**config.mk**
```make
export PLATFORM = sky130hd
export DESIGN_NAME = csg_top
export DESIGN_NICKNAME = d
export VERILOG_FILES = /design/src/hdl/csg_pkg.sv /design/src/hdl/csg_top.sv
export VERILOG_INCLUDE_DIRS = /design/src /design/src/hdl
export SDC_FILE = /design/constraint.sdc
export NUM_CORES = 1
export LEC_CHECK = 0
export ABC_AREA = 1
export BUFFER_PORTS_ARGS = -buffer_cell sky130_fd_sc_hd__buf_2
export CAP_MARGIN = 0
export CORE_ASPECT_RATIO = 2
export CORE_MARGIN = 3
export CORE_UTILIZATION = 63
export DETAILED_ROUTE_END_ITERATION = 7
export MAX_ROUTING_LAYER = met4
export PLACE_DENSITY_LB_ADDON = 0.2
export SYNTH_ARGS = -nofsm -noshare
export SYNTH_HDL_FRONTEND = slang
export SYNTH_SLANG_ARGS = --single-unit
```
**constraint.sdc**
```tcl
create_clock -name CLK_SYS -period 10.5 [get_ports CLK_SYS]
set_clock_uncertainty 0.05 [all_clocks]
set_input_delay 0 -clock CLK_SYS [delete_from_list [all_inputs] [get_ports CLK_SYS]]
set_output_delay 0 -clock CLK_SYS [all_outputs]
set_load 0.02 [all_outputs]
```
**src/hdl/csg_consts.svh**
```systemverilog
// constants for the conversion signal generators: offsets, fields, resets
// assumes inclusion by the package and the single design module
`ifndef CSG_CONSTS_SVH
`define CSG_CONSTS_SVH
`define CSG_ADDR_W 12
`define CSG_OFF_CLK1 12'h320
`define CSG_OFF_CLK2 12'h324
`define CSG_OFF_FRATE 12'h32c
`define CSG_OFF_FCOUNT 12'h330
`define CSG_OFF_ENABLE 12'h33c
`define CSG_DIV_MSB 27
`define CSG_REF_MSB 30
`define CSG_REF_LSB 29
`define CSG_FSEL_BIT 29
`define CSG_EN_CLK1_BIT 0
`define CSG_EN_CLK2_BIT 1
`define CSG_EN_FRAME_BIT 8
`define CSG_DIV_RESET 28'hfffffff
`define CSG_COUNT_RESET 28'h0000000
`define CSG_REF_RESET 2'h0
`define CSG_REF_20 2'h0
`define CSG_REF_2205 2'h1
`define CSG_REF_60 2'h2
`endif

```
**src/hdl/csg_pkg.sv**
```systemverilog
// types shared by the conversion signal generators
// assumes csg_consts.svh is on the include path
`include "csg_consts.svh"
package csg_pkg;
    typedef logic [`CSG_DIV_MSB:0] csg_div_t;
    typedef logic [1:0] csg_ref_t;
endpackage

```
**src/hdl/csg_top.sv**
```systemverilog
// conversion clock and frame trigger generators with their register file
// assumes three reference clock ticks arrive as async levels from outside
`timescale 1ns/1ps
`include "csg_consts.svh"
module csg_top (
    input wire logic CLK_SYS,
    input wire logic RST,
    input wire logic [`CSG_ADDR_W-1:0] REG_ADDR,
    input wire logic REG_WR,
    input wire logic REG_RD,
    input wire logic [31:0] REG_WDATA,
    output logic [31:0] REG_RDATA,
    input wire logic [2:0] REF_TICK,
    output logic CONV_CLOCK_ONE,
    output logic CONV_CLOCK_TWO,
    output logic FRAME_PULSE,
    output logic FRAME_BUSY
);

////////////////////////////////////////////////////////////////////////
// registers
csg_pkg::csg_div_t clock_one_divider, clock_two_divider, frame_pulse_divider, frame_pulse_count;
csg_pkg::csg_ref_t clock_one_reference_select, clock_two_reference_select;
logic frame_pulse_input_select, clock_one_run, clock_two_run, frame_pulse_run;

// register writes; the port address is the documented offset
always_ff @(posedge CLK_SYS or posedge RST) begin
    if (RST) begin
        clock_one_divider <= `CSG_DIV_RESET;
        clock_two_divider <= `CSG_DIV_RESET;
        frame_pulse_divider <= `CSG_DIV_RESET;
        frame_pulse_count <= `CSG_COUNT_RESET;
        clock_one_reference_select <= `CSG_REF_RESET;
        clock_two_reference_select <= `CSG_REF_RESET;
        frame_pulse_input_select <= 1'b0;
        clock_one_run <= 1'b0;
        clock_two_run <= 1'b0;
        frame_pulse_run <= 1'b0;
    end else if (REG_WR) begin
        unique case (REG_ADDR)
            `CSG_OFF_CLK1: begin
                clock_one_divider <= REG_WDATA[`CSG_DIV_MSB:0];
                clock_one_reference_select <= REG_WDATA[`CSG_REF_MSB:`CSG_REF_LSB];
            end
            `CSG_OFF_CLK2: begin
                clock_two_divider <= REG_WDATA[`CSG_DIV_MSB:0];
                clock_two_reference_select <= REG_WDATA[`CSG_REF_MSB:`CSG_REF_LSB];
            end
            `CSG_OFF_FRATE: begin
                frame_pulse_divider <= REG_WDATA[`CSG_DIV_MSB:0];
                frame_pulse_input_select <= REG_WDATA[`CSG_FSEL_BIT];
            end
            `CSG_OFF_FCOUNT: frame_pulse_count <= REG_WDATA[`CSG_DIV_MSB:0];
            `CSG_OFF_ENABLE: begin
                clock_one_run <= REG_WDATA[`CSG_EN_CLK1_BIT];
                clock_two_run <= REG_WDATA[`CSG_EN_CLK2_BIT];
                frame_pulse_run <= REG_WDATA[`CSG_EN_FRAME_BIT];
            end
            default: ;
        endcase
    end
end

// read data from flops; unmapped and reserved bits read zero
always_ff @(posedge CLK_SYS or posedge RST) begin
    if (RST) begin
        REG_RDATA <= 32'h0;
    end else if (REG_RD) begin
        unique case (REG_ADDR)
            `CSG_OFF_CLK1: REG_RDATA <= {1'b0, clock_one_reference_select, 1'b0, clock_one_divider};
            `CSG_OFF_CLK2: REG_RDATA <= {1'b0, clock_two_reference_select, 1'b0, clock_two_divider};
            `CSG_OFF_FRATE: REG_RDATA <= {2'h0, frame_pulse_input_select, 1'b0, frame_pulse_divider};
            `CSG_OFF_FCOUNT: REG_RDATA <= {4'h0, frame_pulse_count};
            `CSG_OFF_ENABLE: REG_RDATA <= {23'h0, frame_pulse_run, 6'h0, clock_two_run, clock_one_run};
            default: REG_RDATA <= 32'h0;
        endcase
    end
end

////////////////////////////////////////////////////////////////////////
// reference tick synchronisers and rising-edge detect
logic [2:0] ref_meta, ref_sync, ref_last, ref_tick;
always_ff @(posedge CLK_SYS or posedge RST) begin
    if (RST) begin
        ref_meta <= 3'h0;
        ref_sync <= 3'h0;
        ref_last <= 3'h0;
    end else begin
        ref_meta <= REF_TICK;
        ref_sync <= ref_meta;
        ref_last <= ref_sync;
    end
end
assign ref_tick = ref_sync & ~ref_last;

////////////////////////////////////////////////////////////////////////
// two clock generators; code 3 is reserved and never ticks
logic [1:0] gen_run, gen_out, gen_period;
csg_pkg::csg_div_t gen_div [2];
csg_pkg::csg_ref_t gen_ref [2];
assign gen_run = {clock_two_run, clock_one_run};
assign gen_div[0] = clock_one_divider;
assign gen_div[1] = clock_two_divider;
assign gen_ref[0] = clock_one_reference_select;
assign gen_ref[1] = clock_two_reference_select;

genvar g;
generate
    for (g = 0; g < 2; g++) begin : gen_clk
        csg_pkg::csg_div_t half_cnt;
        logic src_tick;
        // 22.05 MHz is not an integer multiple of the system clock, hence external ticks
        assign src_tick = (gen_ref[g] == `CSG_REF_20) ? ref_tick[0] :
                          (gen_ref[g] == `CSG_REF_2205) ? ref_tick[1] :
                          (gen_ref[g] == `CSG_REF_60) ? ref_tick[2] : 1'b0;
        // one output period per divider plus one source ticks; the low phase is one tick shorter for an even divider, equal for an odd one
        always_ff @(posedge CLK_SYS or posedge RST) begin
            if (RST) begin
                half_cnt <= `CSG_COUNT_RESET;
                gen_out[g] <= 1'b1;
            end else if (!gen_run[g]) begin
                half_cnt <= `CSG_COUNT_RESET;
                gen_out[g] <= 1'b1;
            end else if (src_tick) begin
                if (half_cnt >= gen_div[g]) begin
                    half_cnt <= `CSG_COUNT_RESET;
                    gen_out[g] <= 1'b1;
                end else begin
                    half_cnt <= half_cnt + 28'h1;
                    if (half_cnt == (gen_div[g] >> 1)) gen_out[g] <= 1'b0;
                end
            end
        end
        // one pulse on each completed output period
        assign gen_period[g] = gen_run[g] && src_tick && (half_cnt >= gen_div[g]);
    end
endgenerate
assign CONV_CLOCK_ONE = gen_out[0];
assign CONV_CLOCK_TWO = gen_out[1];

////////////////////////////////////////////////////////////////////////
// frame trigger generator
logic frame_in;
csg_pkg::csg_div_t frame_cnt, frame_done;
assign frame_in = frame_pulse_input_select ? gen_period[1] : gen_period[0];
// outputs only serve sequencer-mode converters; mode gating lives in those sequencers
always_ff @(posedge CLK_SYS or posedge RST) begin
    if (RST) begin
        frame_cnt <= `CSG_COUNT_RESET;
        frame_done <= `CSG_COUNT_RESET;
        FRAME_PULSE <= 1'b0;
    end else if (!frame_pulse_run) begin
        frame_cnt <= `CSG_COUNT_RESET;
        frame_done <= `CSG_COUNT_RESET;
        FRAME_PULSE <= 1'b0;
    end else begin
        FRAME_PULSE <= 1'b0;
        if (frame_in && (frame_pulse_count == `CSG_COUNT_RESET || frame_done < frame_pulse_count)) begin
            if (frame_cnt >= frame_pulse_divider) begin
                frame_cnt <= `CSG_COUNT_RESET;
                FRAME_PULSE <= 1'b1;
                if (frame_pulse_count != `CSG_COUNT_RESET) frame_done <= frame_done + 28'h1;
            end else begin
                frame_cnt <= frame_cnt + 28'h1;
            end
        end
    end
end
assign FRAME_BUSY = frame_pulse_run && (frame_pulse_count == `CSG_COUNT_RESET || frame_done < frame_pulse_count);

////////////////////////////////////////////////////////////////////////
// checks
property p_clk_idle;
    @(posedge CLK_SYS) disable iff (RST) !clock_one_run |=> CONV_CLOCK_ONE;
endproperty
a_clk_idle: assert property (p_clk_idle) else $error("disabled clock one not high");
property p_clk2_idle;
    @(posedge CLK_SYS) disable iff (RST) $fell(clock_two_run) |=> CONV_CLOCK_TWO && gen_clk[1].half_cnt == 28'h0;
endproperty
a_clk2_idle: assert property (p_clk2_idle) else $error("clock two not held high");
property p_no_pulse_off;
    @(posedge CLK_SYS) disable iff (RST) !frame_pulse_run |=> !FRAME_PULSE;
endproperty
a_no_pulse_off: assert property (p_no_pulse_off) else $error("frame pulse while disabled");
property p_count_limit;
    @(posedge CLK_SYS) disable iff (RST)
        frame_pulse_count != `CSG_COUNT_RESET && frame_done >= frame_pulse_count |=> !FRAME_PULSE;
endproperty
a_count_limit: assert property (p_count_limit) else $error("frame count exceeded");
property p_pulse_cause;
    @(posedge CLK_SYS) disable iff (RST) FRAME_PULSE |-> $past(frame_in) && $past(frame_pulse_run);
endproperty
a_pulse_cause: assert property (p_pulse_cause) else $error("frame pulse without input period");
property p_period_reset;
    @(posedge CLK_SYS) disable iff (RST) gen_period[0] |=> clock_one_run -> (gen_clk[0].half_cnt == 28'h0);
endproperty
a_period_reset: assert property (p_period_reset) else $error("divider did not wrap");
property p_reserved_src;
    @(posedge CLK_SYS) disable iff (RST) clock_one_reference_select == 2'h3 |-> !gen_period[0];
endproperty
a_reserved_src: assert property (p_reserved_src) else $error("reserved source ticked");
property p_endless;
    @(posedge CLK_SYS) disable iff (RST)
        frame_pulse_run && frame_pulse_count == `CSG_COUNT_RESET && frame_in && frame_cnt >= frame_pulse_divider
        |=> FRAME_PULSE;
endproperty
a_endless: assert property (p_endless) else $error("endless mode stopped");
endmodule

```
# Word-level counts from Yosys, hierarchy flattened
# Index checks and enable logic that the tools add are counted.
# totals
ff_bits,276
input_bits,51
word_cells,100
# op_classes
addsub,4
n_lt_le_gt_ge,4
eq_ne,18
mux,32
bitwise_logic,2
reduce_logical,19
# ops
operator,count
$mux 28,13
$pmux 31 s5,1
$add 28x1->28 const B,4
$ge 28x28->1,3
$eq 12x10->1 const B,5
$eq 28x27->1,2
$logic_not 28->1,1
$lt 28x28->1,1
$reduce_bool 28->1,1
$mux 1,18
$reduce_and 2->1,7
$ne 2x1->1 const B,5
$logic_and 1x1->1,6
$ne 3x1->1 const B,2
$eq 2x1->1 const B,2
$eq 2x2->1 const B,2
$logic_not 2->1,2
$and 3x3->3,1
$not 3->3,1
$reduce_and 3->1,1
$logic_or 1x1->1,1

# Depth between registers and ports, before layout
# Gate-level depths: netlist (run 1).
# depth
word_depth,11
mapped_depth,18

# Least setup slack after synthesis (run 1)
# Ideal clock, no wire load.
# synth_path
path_kind,register to register
start,reg clock_two_divider[27]
end,reg frame_done[21]
t_arrival_ns,1.976
required_ns,10.332
setup_slack_ns,8.356
path_stages_with_launch,15
n_path_buf,1
period_less_slack_ns,2.144
path_cell_list,dfstp_2 > inv_1 > ha_1 > a21o_1 > nor2_1 > nand2_1 > a21oi_2 > nand2_4 > nand2_2 > nand2_4 > nand2_4 > nand2_4 > buf_6 > nand3_1 > nand2_1
# synth_via
elab_chain_cells,6
# synth_lines
element,line,source
start: declaration,csg_top.sv:22,"csg_pkg::csg_div_t clock_one_divider, clock_two_divider, frame_pulse_divider, frame_pulse_count;"
start signal: assignment,csg_top.sv:30,clock_two_divider <= `CSG_DIV_RESET;
start signal: assignment,csg_top.sv:46,clock_two_divider <= REG_WDATA[`CSG_DIV_MSB:0];
$ge 28x28->1,csg_top.sv:135,assign gen_period[g] = gen_run[g] && src_tick && (half_cnt >= gen_div[g]);
$logic_and 1x1->1,csg_top.sv:135,
$mux 1,csg_top.sv:145,assign frame_in = frame_pulse_input_select ? gen_period[1] : gen_period[0];
$logic_and 1x1->1,csg_top.sv:158,if (frame_in && (frame_pulse_count == `CSG_COUNT_RESET || frame_done < frame_pulse_count)) begin
$ne 2x1->1 (no source line),--,
$reduce_and 3->1 (no source line),--,
end signal: assignment,csg_top.sv:150,frame_done <= `CSG_COUNT_RESET;
end signal: assignment,csg_top.sv:154,frame_done <= `CSG_COUNT_RESET;
end signal: assignment,csg_top.sv:162,if (frame_pulse_count != `CSG_COUNT_RESET) frame_done <= frame_done + 28'h1;
end: declaration,csg_top.sv:144,"csg_pkg::csg_div_t frame_cnt, frame_done;"
# No other way between the ends.
# A chain may end at the register's enable or synchronous reset.

# Worst setup path after layout (run 1)
# layout_path
start,reg clock_one_divider[26]
end,reg frame_done[3]
# layout_via
elab_chain_cells,6
# layout_lines
element,line,source
start: declaration,csg_top.sv:22,
start signal: assignment,csg_top.sv:29,clock_one_divider <= `CSG_DIV_RESET;
start signal: assignment,csg_top.sv:42,clock_one_divider <= REG_WDATA[`CSG_DIV_MSB:0];
$ge 28x28->1,csg_top.sv:135,
$logic_and 1x1->1,csg_top.sv:135,
$mux 1,csg_top.sv:145,
$logic_and 1x1->1,csg_top.sv:158,
$ne 2x1->1 (no source line),--,
$reduce_and 3->1 (no source line),--,
# No other way between the ends.

==> results of run 1 <==
[power breakdown]
group          leakage (nW)  switching (mW)  total [mW]  internal, mW
Sequential             3.49         0.00324        1.07          1.06
Clock                 0.423           0.454        1.01         0.558
Combinational          5.11          0.0691      0.0959        0.0268
[repair_timing]
item / CTS / global route
hold endpoints to repair: 219 / 0
hold buffers: 35 / 0
gates resized for setup: 0 / 0
[layer usage]
| layer | global-route usage, % | routed length, um |
|---|---|---|
| met1 | 39.3 | 18800 |
| met2 | 66.4 | 28900 |
| met3 | 4.14 | 3220 |
| met4 | 30.6 | 5670 |
| met5 | - | 0 |
[per-stage QoR]
stage	util (%)	instances	hold slack [ns]	setup WS (ns)
2_1_floorplan	-	2384	-0.0186	3.04
3_3_place_gp	66.0	2752	0.0578	7.35
3_5_place_dp	66.0	2752	0.0598	7.32
4_1_cts	70.5	2835	0.0228	7.29
5_1_grt	70.5	2837	0.0429	7.00
6_report	70.5	2837	0.0392	7.24
[worst max-delay path: stages, from the launching register on]
cell     delay (ns)
dfstp_2        0.53
inv_1          0.09
ha_1           0.29
nand2_1        0.06
nor2_1         0.18
nand4_1        0.26
nor2_1         0.17
nand2_1        0.07
nand2_2        0.20
nand2_2        0.09
nand2_4        0.15
nand2_4        0.31
nand2_4        0.44
nand3_1        0.17
nand2_1        0.10
[worst max path at each step]
stage / startpoint / to / slack, ns / cells past startpoint
2_1_floorplan: RST / FRAME_PULSE / 3.04 / 1
3_3_place_gp: clock_one_divider[26] / frame_done[21] / 7.35 / 14
3_5_place_dp: clock_one_divider[27] / frame_done[21] / 7.32 / 14
4_1_cts: clock_one_divider[26] / frame_done[3] / 7.29 / 14
5_1_grt: clock_one_divider[26] / frame_done[19] / 7.00 / 14
6_report: clock_one_divider[26] / frame_done[3] / 7.24 / 14
[logic make-up (layout without fill, tap and decap cells)]
| family | count (synthesis) | count (layout) | share of synthesized area (%) |
|---|---|---|---|
| simple gates | 1224 | 1224 | 30.4 |
| xor+xnor | 72 | 72 | 3.57 |
| other cells | 1 | 4 | 0.0212 |
| compound gates | 316 | 316 | 9.82 |
| buf+inv | 381 | 480 | 8.66 |
| flops | 274 | 274 | 39.4 |
| fa+ha+maj | 115 | 115 | 8.14 |
[sequential cells by signal, summed over array words and instances (netlist names)]
register,count
gen_clk.half_cnt,56
frame_pulse_divider,28
frame_pulse_run,1
clock_two_run,1
clock_one_run,1
ref_sync,3
CONV_CLOCK_ONE,1
ref_meta,3
frame_cnt,28
ref_last,3
clock_two_divider,28
clock_two_reference_select,2
frame_pulse_input_select,1
REG_RDATA,30
CONV_CLOCK_TWO,1
clock_one_divider,28
frame_pulse_count,28
frame_done,28
FRAME_PULSE,1
clock_one_reference_select,2
[cell usage in the layout (no fill, tap or decap), types with 56 or more instances in the layout]
cell type  synthesis  final
buf_2             17     82
xor2_1            56     56
o21ai_0          161    161
dfstp_2           86     86
ha_1             115    115
dfrtp_1          188    187
nor3_1            58     58
nand2_1          627    626
nand4_1           57     57
nor2_1           228    227
a21oi_1           61     61
inv_1            293    292
nand3_1          163    162
[final cells by class]
type                    instances  area (um^2)  area share [%]
multi-input cells            1729         9200            47.2
flip-flops and latches        274         6970            35.7
inverters                     305         1150            5.91
repair buffers                127          836            4.29
clock buffers                  29          693            3.55
well taps                     352          440            2.26
clock inverters                19          209            1.07
diodes                          2         5.00          0.0257
==> qor.csv, run 1 <==
metric;value;unit
outcome;finished, final reports clean;
routability cong.;1.01;
type of origin of the critical path;flip-flop;
H-tree depth;1;
clock latency on the worst-skew pair;0.56;ns
Seq/Total Area, Yosys;39.4;%
Worst slew margin;19.4;%
Pleak;9.02;nW
Die ar.;0.0302;mm^2
worst r2r dst;frame_done[3];
GRT overflow;0;
placed cell area;0.0182;mm^2
Initial DRC Count;1341;
Yosys cell types;53;
PwrDens;111;mW/mm^2
post-CTS setup buffers;0;
Initial Util;64.0;%
Mapped Area;0.0177;mm^2
site row count;86;
RSZ-0062 raised after global routing;false;
clock slew at reported path FFs;0.07;ns
Yosys reg bits;274;
height of the die;243;um
hpwl dp;42000;um
endpoints failing setup;0;
CP Class;flip-flop to flip-flop;
layout cells sized above 1;12.3;%
Main synth FF type;dfrtp_1;
synth top area cells;dfrtp_1 (27%), nand2_1 (13%), dfstp_2 (13%);
vias per inst;5.94;
crit path DAT;3.70;ns
Ports;87;
post-route cell area;0.0195;mm^2
RR Startpoint;clock_one_divider[26];
fin. max-slew vios;0;
Worst EP required;10.94;ns
Yosys warnings;0;
vias;16800;
Core Area;0.0277;mm^2
Max VDD drop;0.116;mV
CP endpoint kind;flip-flop;
Final period util;31.1;%
top-area cell type share of the netlist area;26.6;%
area leader, netlist;dfrtp_1;
I/O Buffers;82;
max cap viols;0;
WL/cell;19.9;um
filler instances;2299;
Total Power;2.17;mW
Post-synth EDFFs;0;
TritonCTS clock tree;done;
CP max FO;42;
pin count of the biggest net entering global routing;121;
CTS Root Cell;clkbuf_16;
Pre-antenna DRT Iters;6;
R2R setup slack;7.24;ns
vias in the first global route;16800;
Mapped Avg Cell Area;7.42;um^2
asr flop ratio synth;100;%
first-pass GRT wire length;89400;um
Routed WL;56600;um
Clock Path Buffers;3;
worst slew pin tran;1.20;ns
Area Overhead vs Synth;10.3;%
worst hold start;REF_TICK[0];
hold crit path type;primary input to flip-flop;
TritonCTS Buffers;26;
TNS Setup;0;ns
Clock Sinks;274;
r2r worst-path depth;14;
remaining routing DRC violations;0;
synth cell count leaders;nand2_1 (627), inv_1 (293), nor2_1 (228);
most numerous cell in the Yosys netlist;nand2_1;
Highest Clock Rate;0.307;GHz
Post-Syn Instances;2383;
DIE WIDTH;124;um
hold path depth;2;
GRT Resource Usage Total;38.5;%
initial antenna violation count;2;
final hold viol count;0;
Hold Path End;ref_meta[0];
DRT antenna net count;0;
fin nets;2629;
crit path time final;3.26;ns
(Power assumes the default switching activity.)
==> run 2, diff against run 1 <==
--- a/config.mk
+++ b/config.mk
@@ -11,7 +11,7 @@
 export CAP_MARGIN = 0
 export CORE_ASPECT_RATIO = 2
 export CORE_MARGIN = 3
-export CORE_UTILIZATION = 63
+export CORE_UTILIZATION = 57
 export DETAILED_ROUTE_END_ITERATION = 7
 export MAX_ROUTING_LAYER = met4
 export PLACE_DENSITY_LB_ADDON = 0.2
==> constraint.sdc (replaced) <==
create_clock -name CLK_SYS -period 2.7 [get_ports CLK_SYS]
set_clock_uncertainty 0.05 [all_clocks]
set_input_delay 0 -clock CLK_SYS [delete_from_list [all_inputs] [get_ports CLK_SYS]]
set_output_delay 0 -clock CLK_SYS [all_outputs]
set_load 0.02 [all_outputs]
==> qor.csv, run 2 (synthesized netlist as in run 1, its figures left out) <==
metric;value;unit;change
outcome;finished, final reports clean;;
Highest Clock Rate;0.390;GHz;+27%
vias per inst;5.83;;-1.9%
largest registers;gen_clk.half_cnt: 56 flops, REG_RDATA: 30 flops;;
Hold Path End;ref_meta[1];;
Clock Path Buffers;3;;unchanged
final hold viol count;0;;unchanged
CP max-delay cell;dfstp_2;;
worst slew pin tran;1.01;ns;-0.190 ns
Pre-antenna DRT Iters;6;;unchanged
Max VDD drop;0.506;mV;+340%
type of origin of the critical path;flip-flop;;
FF+latch area;0.00697;mm^2;unchanged
pre-CTS setup slack;0.139;ns;-7.18 ns
endpoints failing setup;0;;unchanged
Largest stage delay, worst path;0.54;ns;about the same
vias in the first global route;17200;;+2.5%
site row count;90;;+4.7%
Initial DRC Count;1177;;-12%
Layout Utilization;67.4;%;-3.2 points
fin. max-slew vios;0;;unchanged
Multi-input gate area;0.00923;mm^2;+0.23%
hpwl dp;47300;um;+13%
critical path startpoint;clock_two_divider[11];;
crit path DAT;2.96;ns;-0.74 ns
Worst slew margin;32.6;%;+13 points
Worst EP required;3.09;ns;-7.85 ns
TritonCTS Buffers;26;;unchanged
Area Overhead vs Synth;15.8;%;
crit path time final;2.57;ns;-0.695 ns
hold path depth;2;;unchanged
Final Worst Setup Slack;0.133;ns;-7.11 ns
Clock Sinks;274;;unchanged
pin count of the biggest net entering global routing;75;;-38%
TNS Setup;0;ns;unchanged
Die ar.;0.0333;mm^2;+10%
GRT Resource Usage Total;38.1;%;-0.39 points
max FFs per register;56;;unchanged
placed insts;2857;;+3.8%
H-tree depth;1;;unchanged
remaining routing DRC violations;0;;unchanged
DIE WIDTH;131;um;+4.9%
DRT antenna net count;0;;unchanged
Top reg by flops;gen_clk.half_cnt;;
worst r2r dst;frame_done[5];;
commonest non-fill, non-tap cell in the layout;nand2_1;;
Pleak;9.60;nW;+6.5%
Layout Cells excl Fill;2944;;+3.8%
RR Startpoint;clock_two_divider[11];;
CP max FO;15;;-64%
r2r worst-path depth;17;;+3
worst hold start;REF_TICK[1];;
routability cong.;1.02;;+1.6%
TritonCTS clock tree;done;;
ant diodes;0;;-2
filler instances;2623;;+14%
fin nets;2722;;+3.5%
hold crit path type;primary input to flip-flop;;
CP endpoint kind;flip-flop;;
GRT overflow;0;;unchanged
R2R setup slack;0.13;ns;-7.11 ns
Final period util;95.1;%;+64 points
most frequent cells in the layout;nand2_1 (623), inv_1 (292), nor2_1 (227);;
WL/cell;20.9;um;+4.6%
Buf/Inv on CP;3;;+2
clock slew at reported path FFs;0.07;ns;about the same
CP Class;flip-flop to flip-flop;;
Ports;87;;unchanged
max cap viols;0;;unchanged
PwrDens;428;mW/mm^2;+280%
Initial Util;58.2;%;-5.8 points
initial antenna violation count;0;;-2
largest delay contributor family on the critical path;simple AND/OR/NAND/NOR gates;;
CP Cell Sequence;inv_1, ha_1, nand2_1, inv_1, nand2_1, nand2_1, a21oi_1, nand2_2, nand2_2, nand2_4, nand2_2, nand2_4, nand2_4, nand2_4, buf_12, nand3_1, nand2_1;;
CTS Root Cell;clkbuf_16;;
Routed WL;61400;um;+8.6%
clock latency on the worst-skew pair;0.56;ns;about the same
layout cells sized above 1;15.4;%;+3.1 points
Core Area;0.0304;mm^2;+9.9%
I/O Buffers;82;;unchanged
first-pass GRT wire length;93800;um;+4.9%
vias;17100;;+1.8%
height of the die;255;um;+5.0%
## run 2: changes by cell type in the layout (fill, tap and decap cells not counted), moves of 4 or more
cell	delta
clkbuf_1	+4
clkinv_4	-4
buf_12	+14
dlygate4sd3_1	+4
buf_4	+75
## run 2: what timing repair did
action / 4_1_cts / 5_1_grt
setup endpoints to repair: 0 / 45
hold buffers: 39 / 0
buffers inserted: 0 / 0
hold endpoints to repair: 206 / 0
resized for setup: 0 / 8
## run 2: area by class of cell
cell class	count	share of cell area (%)
clock buffers	35	3.59
clock inverters	13	1.09
inverters	305	5.63
multi-input cells	1729	45.0
flip-flops and latches	274	34.0
well taps	368	2.25
repair buffers	220	8.39
## run 2: where the power goes
part | switching, mW | total (mW) | internal [mW]
sequential | 0.0124 | 4.14 | 4.13
combinational | 0.280 | 0.413 | 0.133
clock | 1.72 | 4.21 | 2.49
## run 2: how the worst max path moves through the flow
| stage | end | depth (start not counted) |
|---|---|---|
| 6_report | frame_done[5] | 17 |
| 5_1_grt | frame_cnt[13] | 17 |
| 4_1_cts | gen_clk[0].half_cnt[7] | 15 |
| 3_5_place_dp | frame_cnt[5] | 14 |
| 3_3_place_gp | frame_cnt[15] | 14 |
| 2_1_floorplan | FRAME_PULSE | 1 |
## run 2: layer usage
layer	track usage [%]	wire length, um	vias up
met5	-	0	-
met4	28.3	5970	0
met3	4.26	3150	256
met2	68.5	32700	672
met1	36.4	19600	8134
li1	-	-	8087
## run 2: metrics by stage
stage / instance area [um^2] / power, mW / hold WS [ns]
6_report: 20500 / 8.77 / 0.0369
5_1_grt: 20500 / 8.97 / 0.0580
4_1_cts: 20500 / 8.77 / 0.0227
3_5_place_dp: 19100 / 4.58 / 0.0594
3_3_place_gp: 19100 / 4.57 / 0.0585
2_1_floorplan: 17700 / 4.40 / -0.0186
## run 2: worst register-to-register path: stages (launching register included)
cell     delay, ns
dfstp_2       0.54
inv_1         0.07
ha_1          0.31
nand2_1       0.11
inv_1         0.06
nand2_1       0.07
nand2_1       0.06
a21oi_1       0.18
nand2_2       0.12
nand2_2       0.10
nand2_4       0.06
nand2_2       0.08
nand2_4       0.09
nand2_4       0.13
nand2_4       0.11
buf_12        0.18
nand3_1       0.07
nand2_1       0.05
==> run 3, diff against run 2 <==
--- a/config.mk
+++ b/config.mk
@@ -11,7 +11,7 @@
 export CAP_MARGIN = 0
 export CORE_ASPECT_RATIO = 2
 export CORE_MARGIN = 3
-export CORE_UTILIZATION = 57
+export CORE_UTILIZATION = 50
 export DETAILED_ROUTE_END_ITERATION = 7
 export MAX_ROUTING_LAYER = met4
 export PLACE_DENSITY_LB_ADDON = 0.2
==> constraint.sdc (replaced) <==
create_clock -name CLK_SYS -period 2.5 [get_ports CLK_SYS]
set_clock_uncertainty 0.05 [all_clocks]
set_input_delay 0 -clock CLK_SYS [delete_from_list [all_inputs] [get_ports CLK_SYS]]
set_output_delay 0 -clock CLK_SYS [all_outputs]
set_load 0.02 [all_outputs]
==> qor.csv, run 3 (synthesized netlist as in run 1, its figures left out) <==
metric;value;unit;change
outcome;finished, final reports clean;;
met1 WL;21500;um;+9.4%
largest registers;gen_clk.half_cnt: 56 flops, REG_RDATA: 30 flops;;
final hold viol count;0;;unchanged
Top reg by flops;gen_clk.half_cnt;;
most frequent cells in the layout;nand2_1 (603), inv_1 (264), buf_4 (228);;
endpoints failing setup;0;;unchanged
RR Startpoint;clock_two_divider[1];;
Routed WL;65900;um;+7.4%
CP max FO;14;;-1
first-pass GRT wire length;98200;um;+4.7%
GRT overflow;0;;unchanged
max cap viols;0;;unchanged
r2r worst-path depth;15;;-2
Area Overhead vs Synth;26.5;%;
crit path DAT;2.91;ns;-0.05 ns
Worst EP required;2.93;ns;-0.16 ns
DRT antenna net count;0;;unchanged
fin nets;2869;;+5.4%
remaining routing DRC violations;0;;unchanged
clock latency on the worst-skew pair;0.57;ns;about the same
WL/cell;20.8;um;about the same
RSZ-0062 raised after global routing;true;;
CP Class;flip-flop to flip-flop;;
type of origin of the critical path;flip-flop;;
Clock Path Buffers;3;;unchanged
clock slew at reported path FFs;0.07;ns;about the same
GRT Resource Usage Total;34.4;%;-3.7 points
hold path depth;2;;unchanged
Final Worst Setup Slack;0.0209;ns;-0.112 ns
crit path time final;2.48;ns;-0.0882 ns
commonest non-fill, non-tap cell in the layout;nand2_1;;
TritonCTS clock tree;done;;
fin. max-slew vios;0;;unchanged
Worst slew margin;43.8;%;+11 points
Clock Sinks;274;;unchanged
Initial DRC Count;1164;;-1.1%
initial antenna violation count;0;;unchanged
R2R setup slack;0.02;ns;-0.11 ns
Cell Int Power;7.24;mW;+7.2%
CTS Root Cell;clkbuf_16;;
DR top layer;met4;;
WL met2;35700;um;+9.3%
Die ar.;0.0378;mm^2;+13%
switch share;23.6;%;+0.63 points
Final period util;99.2;%;+4.1 points
PwrDens;424;mW/mm^2;-1.0%
Highest Clock Rate;0.403;GHz;+3.6%
filler instances;2992;;+14%
crit path capture;gen_clk[1].half_cnt[18];;
vias;17900;;+4.1%
sequential power share;47.2;%;about the same
ant diodes;0;;unchanged
max FFs per register;56;;unchanged
routability cong.;1.03;;+0.56%
Ports;87;;unchanged
TritonCTS Buffers;27;;+3.8%
site row count;96;;+6.7%
vias per inst;5.64;;-3.1%
hold crit path type;primary input to flip-flop;;
Total Power;9.48;mW;+8.1%
clock network power share;47.6;%;-0.4 points
TNS Setup;0;ns;unchanged
critical path startpoint;clock_two_divider[1];;
I/O Buffers;82;;unchanged
Max VDD drop;0.527;mV;+4.1%
H-tree depth;1;;unchanged
hpwl dp;50300;um;+6.5%
worst r2r dst;gen_clk[1].half_cnt[18];;
Pre-antenna DRT Iters;6;;unchanged
layout cells sized above 1;24.0;%;+8.6 points
pre-CTS setup slack;-0.222;ns;-0.361 ns
worst slew pin tran;0.841;ns;-0.166 ns
DIE WIDTH;139;um;+6.5%
WL met3;2890;um;-8.1%
NetSw;2.24;mW;+11%
Pleak;10.4;nW;+8.6%
height of the die;272;um;+6.6%
Initial Util;51.1;%;-7.0 points
Core Area;0.0346;mm^2;+14%
vias in the first global route;17900;;+4.1%
CP endpoint kind;flip-flop;;
pin count of the biggest net entering global routing;67;;-11%
Comb power frac;5.2;%;+0.5 points
run 3: area by class of cell:
class,instances,area [um^2],share of cell area (%)
repair buffers,365,2820,12.6
clock buffers,36,749,3.35
well taps,441,552,2.47
flip-flops and latches,274,6970,31.1
multi-input cells,1730,9940,44.4
clock inverters,13,198,0.884
inverters,305,1160,5.17
run 3: routing by layer:
layer / track usage (%) / vias up
met2: 64.0 / 707
met1: 32.9 / 8493
met4: 24.7 / 0
li1: - / 8374
met5: - / -
met3: 2.58 / 279
run 3: metrics by stage:
step	hold slack, ns	instance area (um^2)	utilization, %	std cells
global placement	0.0630	20100	58.0	3053
detailed placement	0.0618	20100	58.0	3053
global route	0.0328	22400	64.7	3164
finish	0.0211	22400	64.7	3164
CTS	0.00204	21700	62.6	3146
floorplan	-0.0186	17700	-	2384
run 3: how the worst min path moves through the flow:
stage | endpoint | startpoint
global route | ref_meta[0] | REF_TICK[0]
CTS | ref_meta[1] | REF_TICK[1]
global placement | ref_meta[2] | REF_TICK[2]
detailed placement | ref_meta[1] | REF_TICK[1]
finish | ref_meta[1] | REF_TICK[1]
floorplan | ref_meta[0] | REF_TICK[0]
run 3: worst max-delay path: stages (launching register included):
cell and delay [ns]:
dfstp_2 0.56, inv_1 0.10, ha_1 0.32, nand2_1 0.07, nand2_1 0.05, nand2_1 0.08
nand3_1 0.07, nand2_1 0.08, nand2_2 0.10, nand2_2 0.10, nand2_4 0.06, buf_4 0.17
o21ai_4 0.15, inv_2 0.08, buf_12 0.15, nor3b_2 0.18
run 3: power by group through the flow:
stage / logic [mW] / registers, mW / clock network (mW)
after detailed placement: 0.412 / 4.55 / 0
final: 0.490 / 4.47 / 4.52
after global routing: 0.524 / 4.47 / 4.73
after floorplan: 0.199 / 4.55 / 0
after CTS: 0.468 / 4.47 / 4.55
after global placement: 0.409 / 4.55 / 0
run 3: repair_timing:
item | 4_1_cts | 5_1_grt
setup endpoints to repair | 72 | 96
buffers inserted | 5 | 17
gates cloned | 1 | 3
pin swaps | 14 | 54
gates resized for setup | 41 | 105
hold buffers | 38 | 0
hold endpoints to repair | 159 | 0
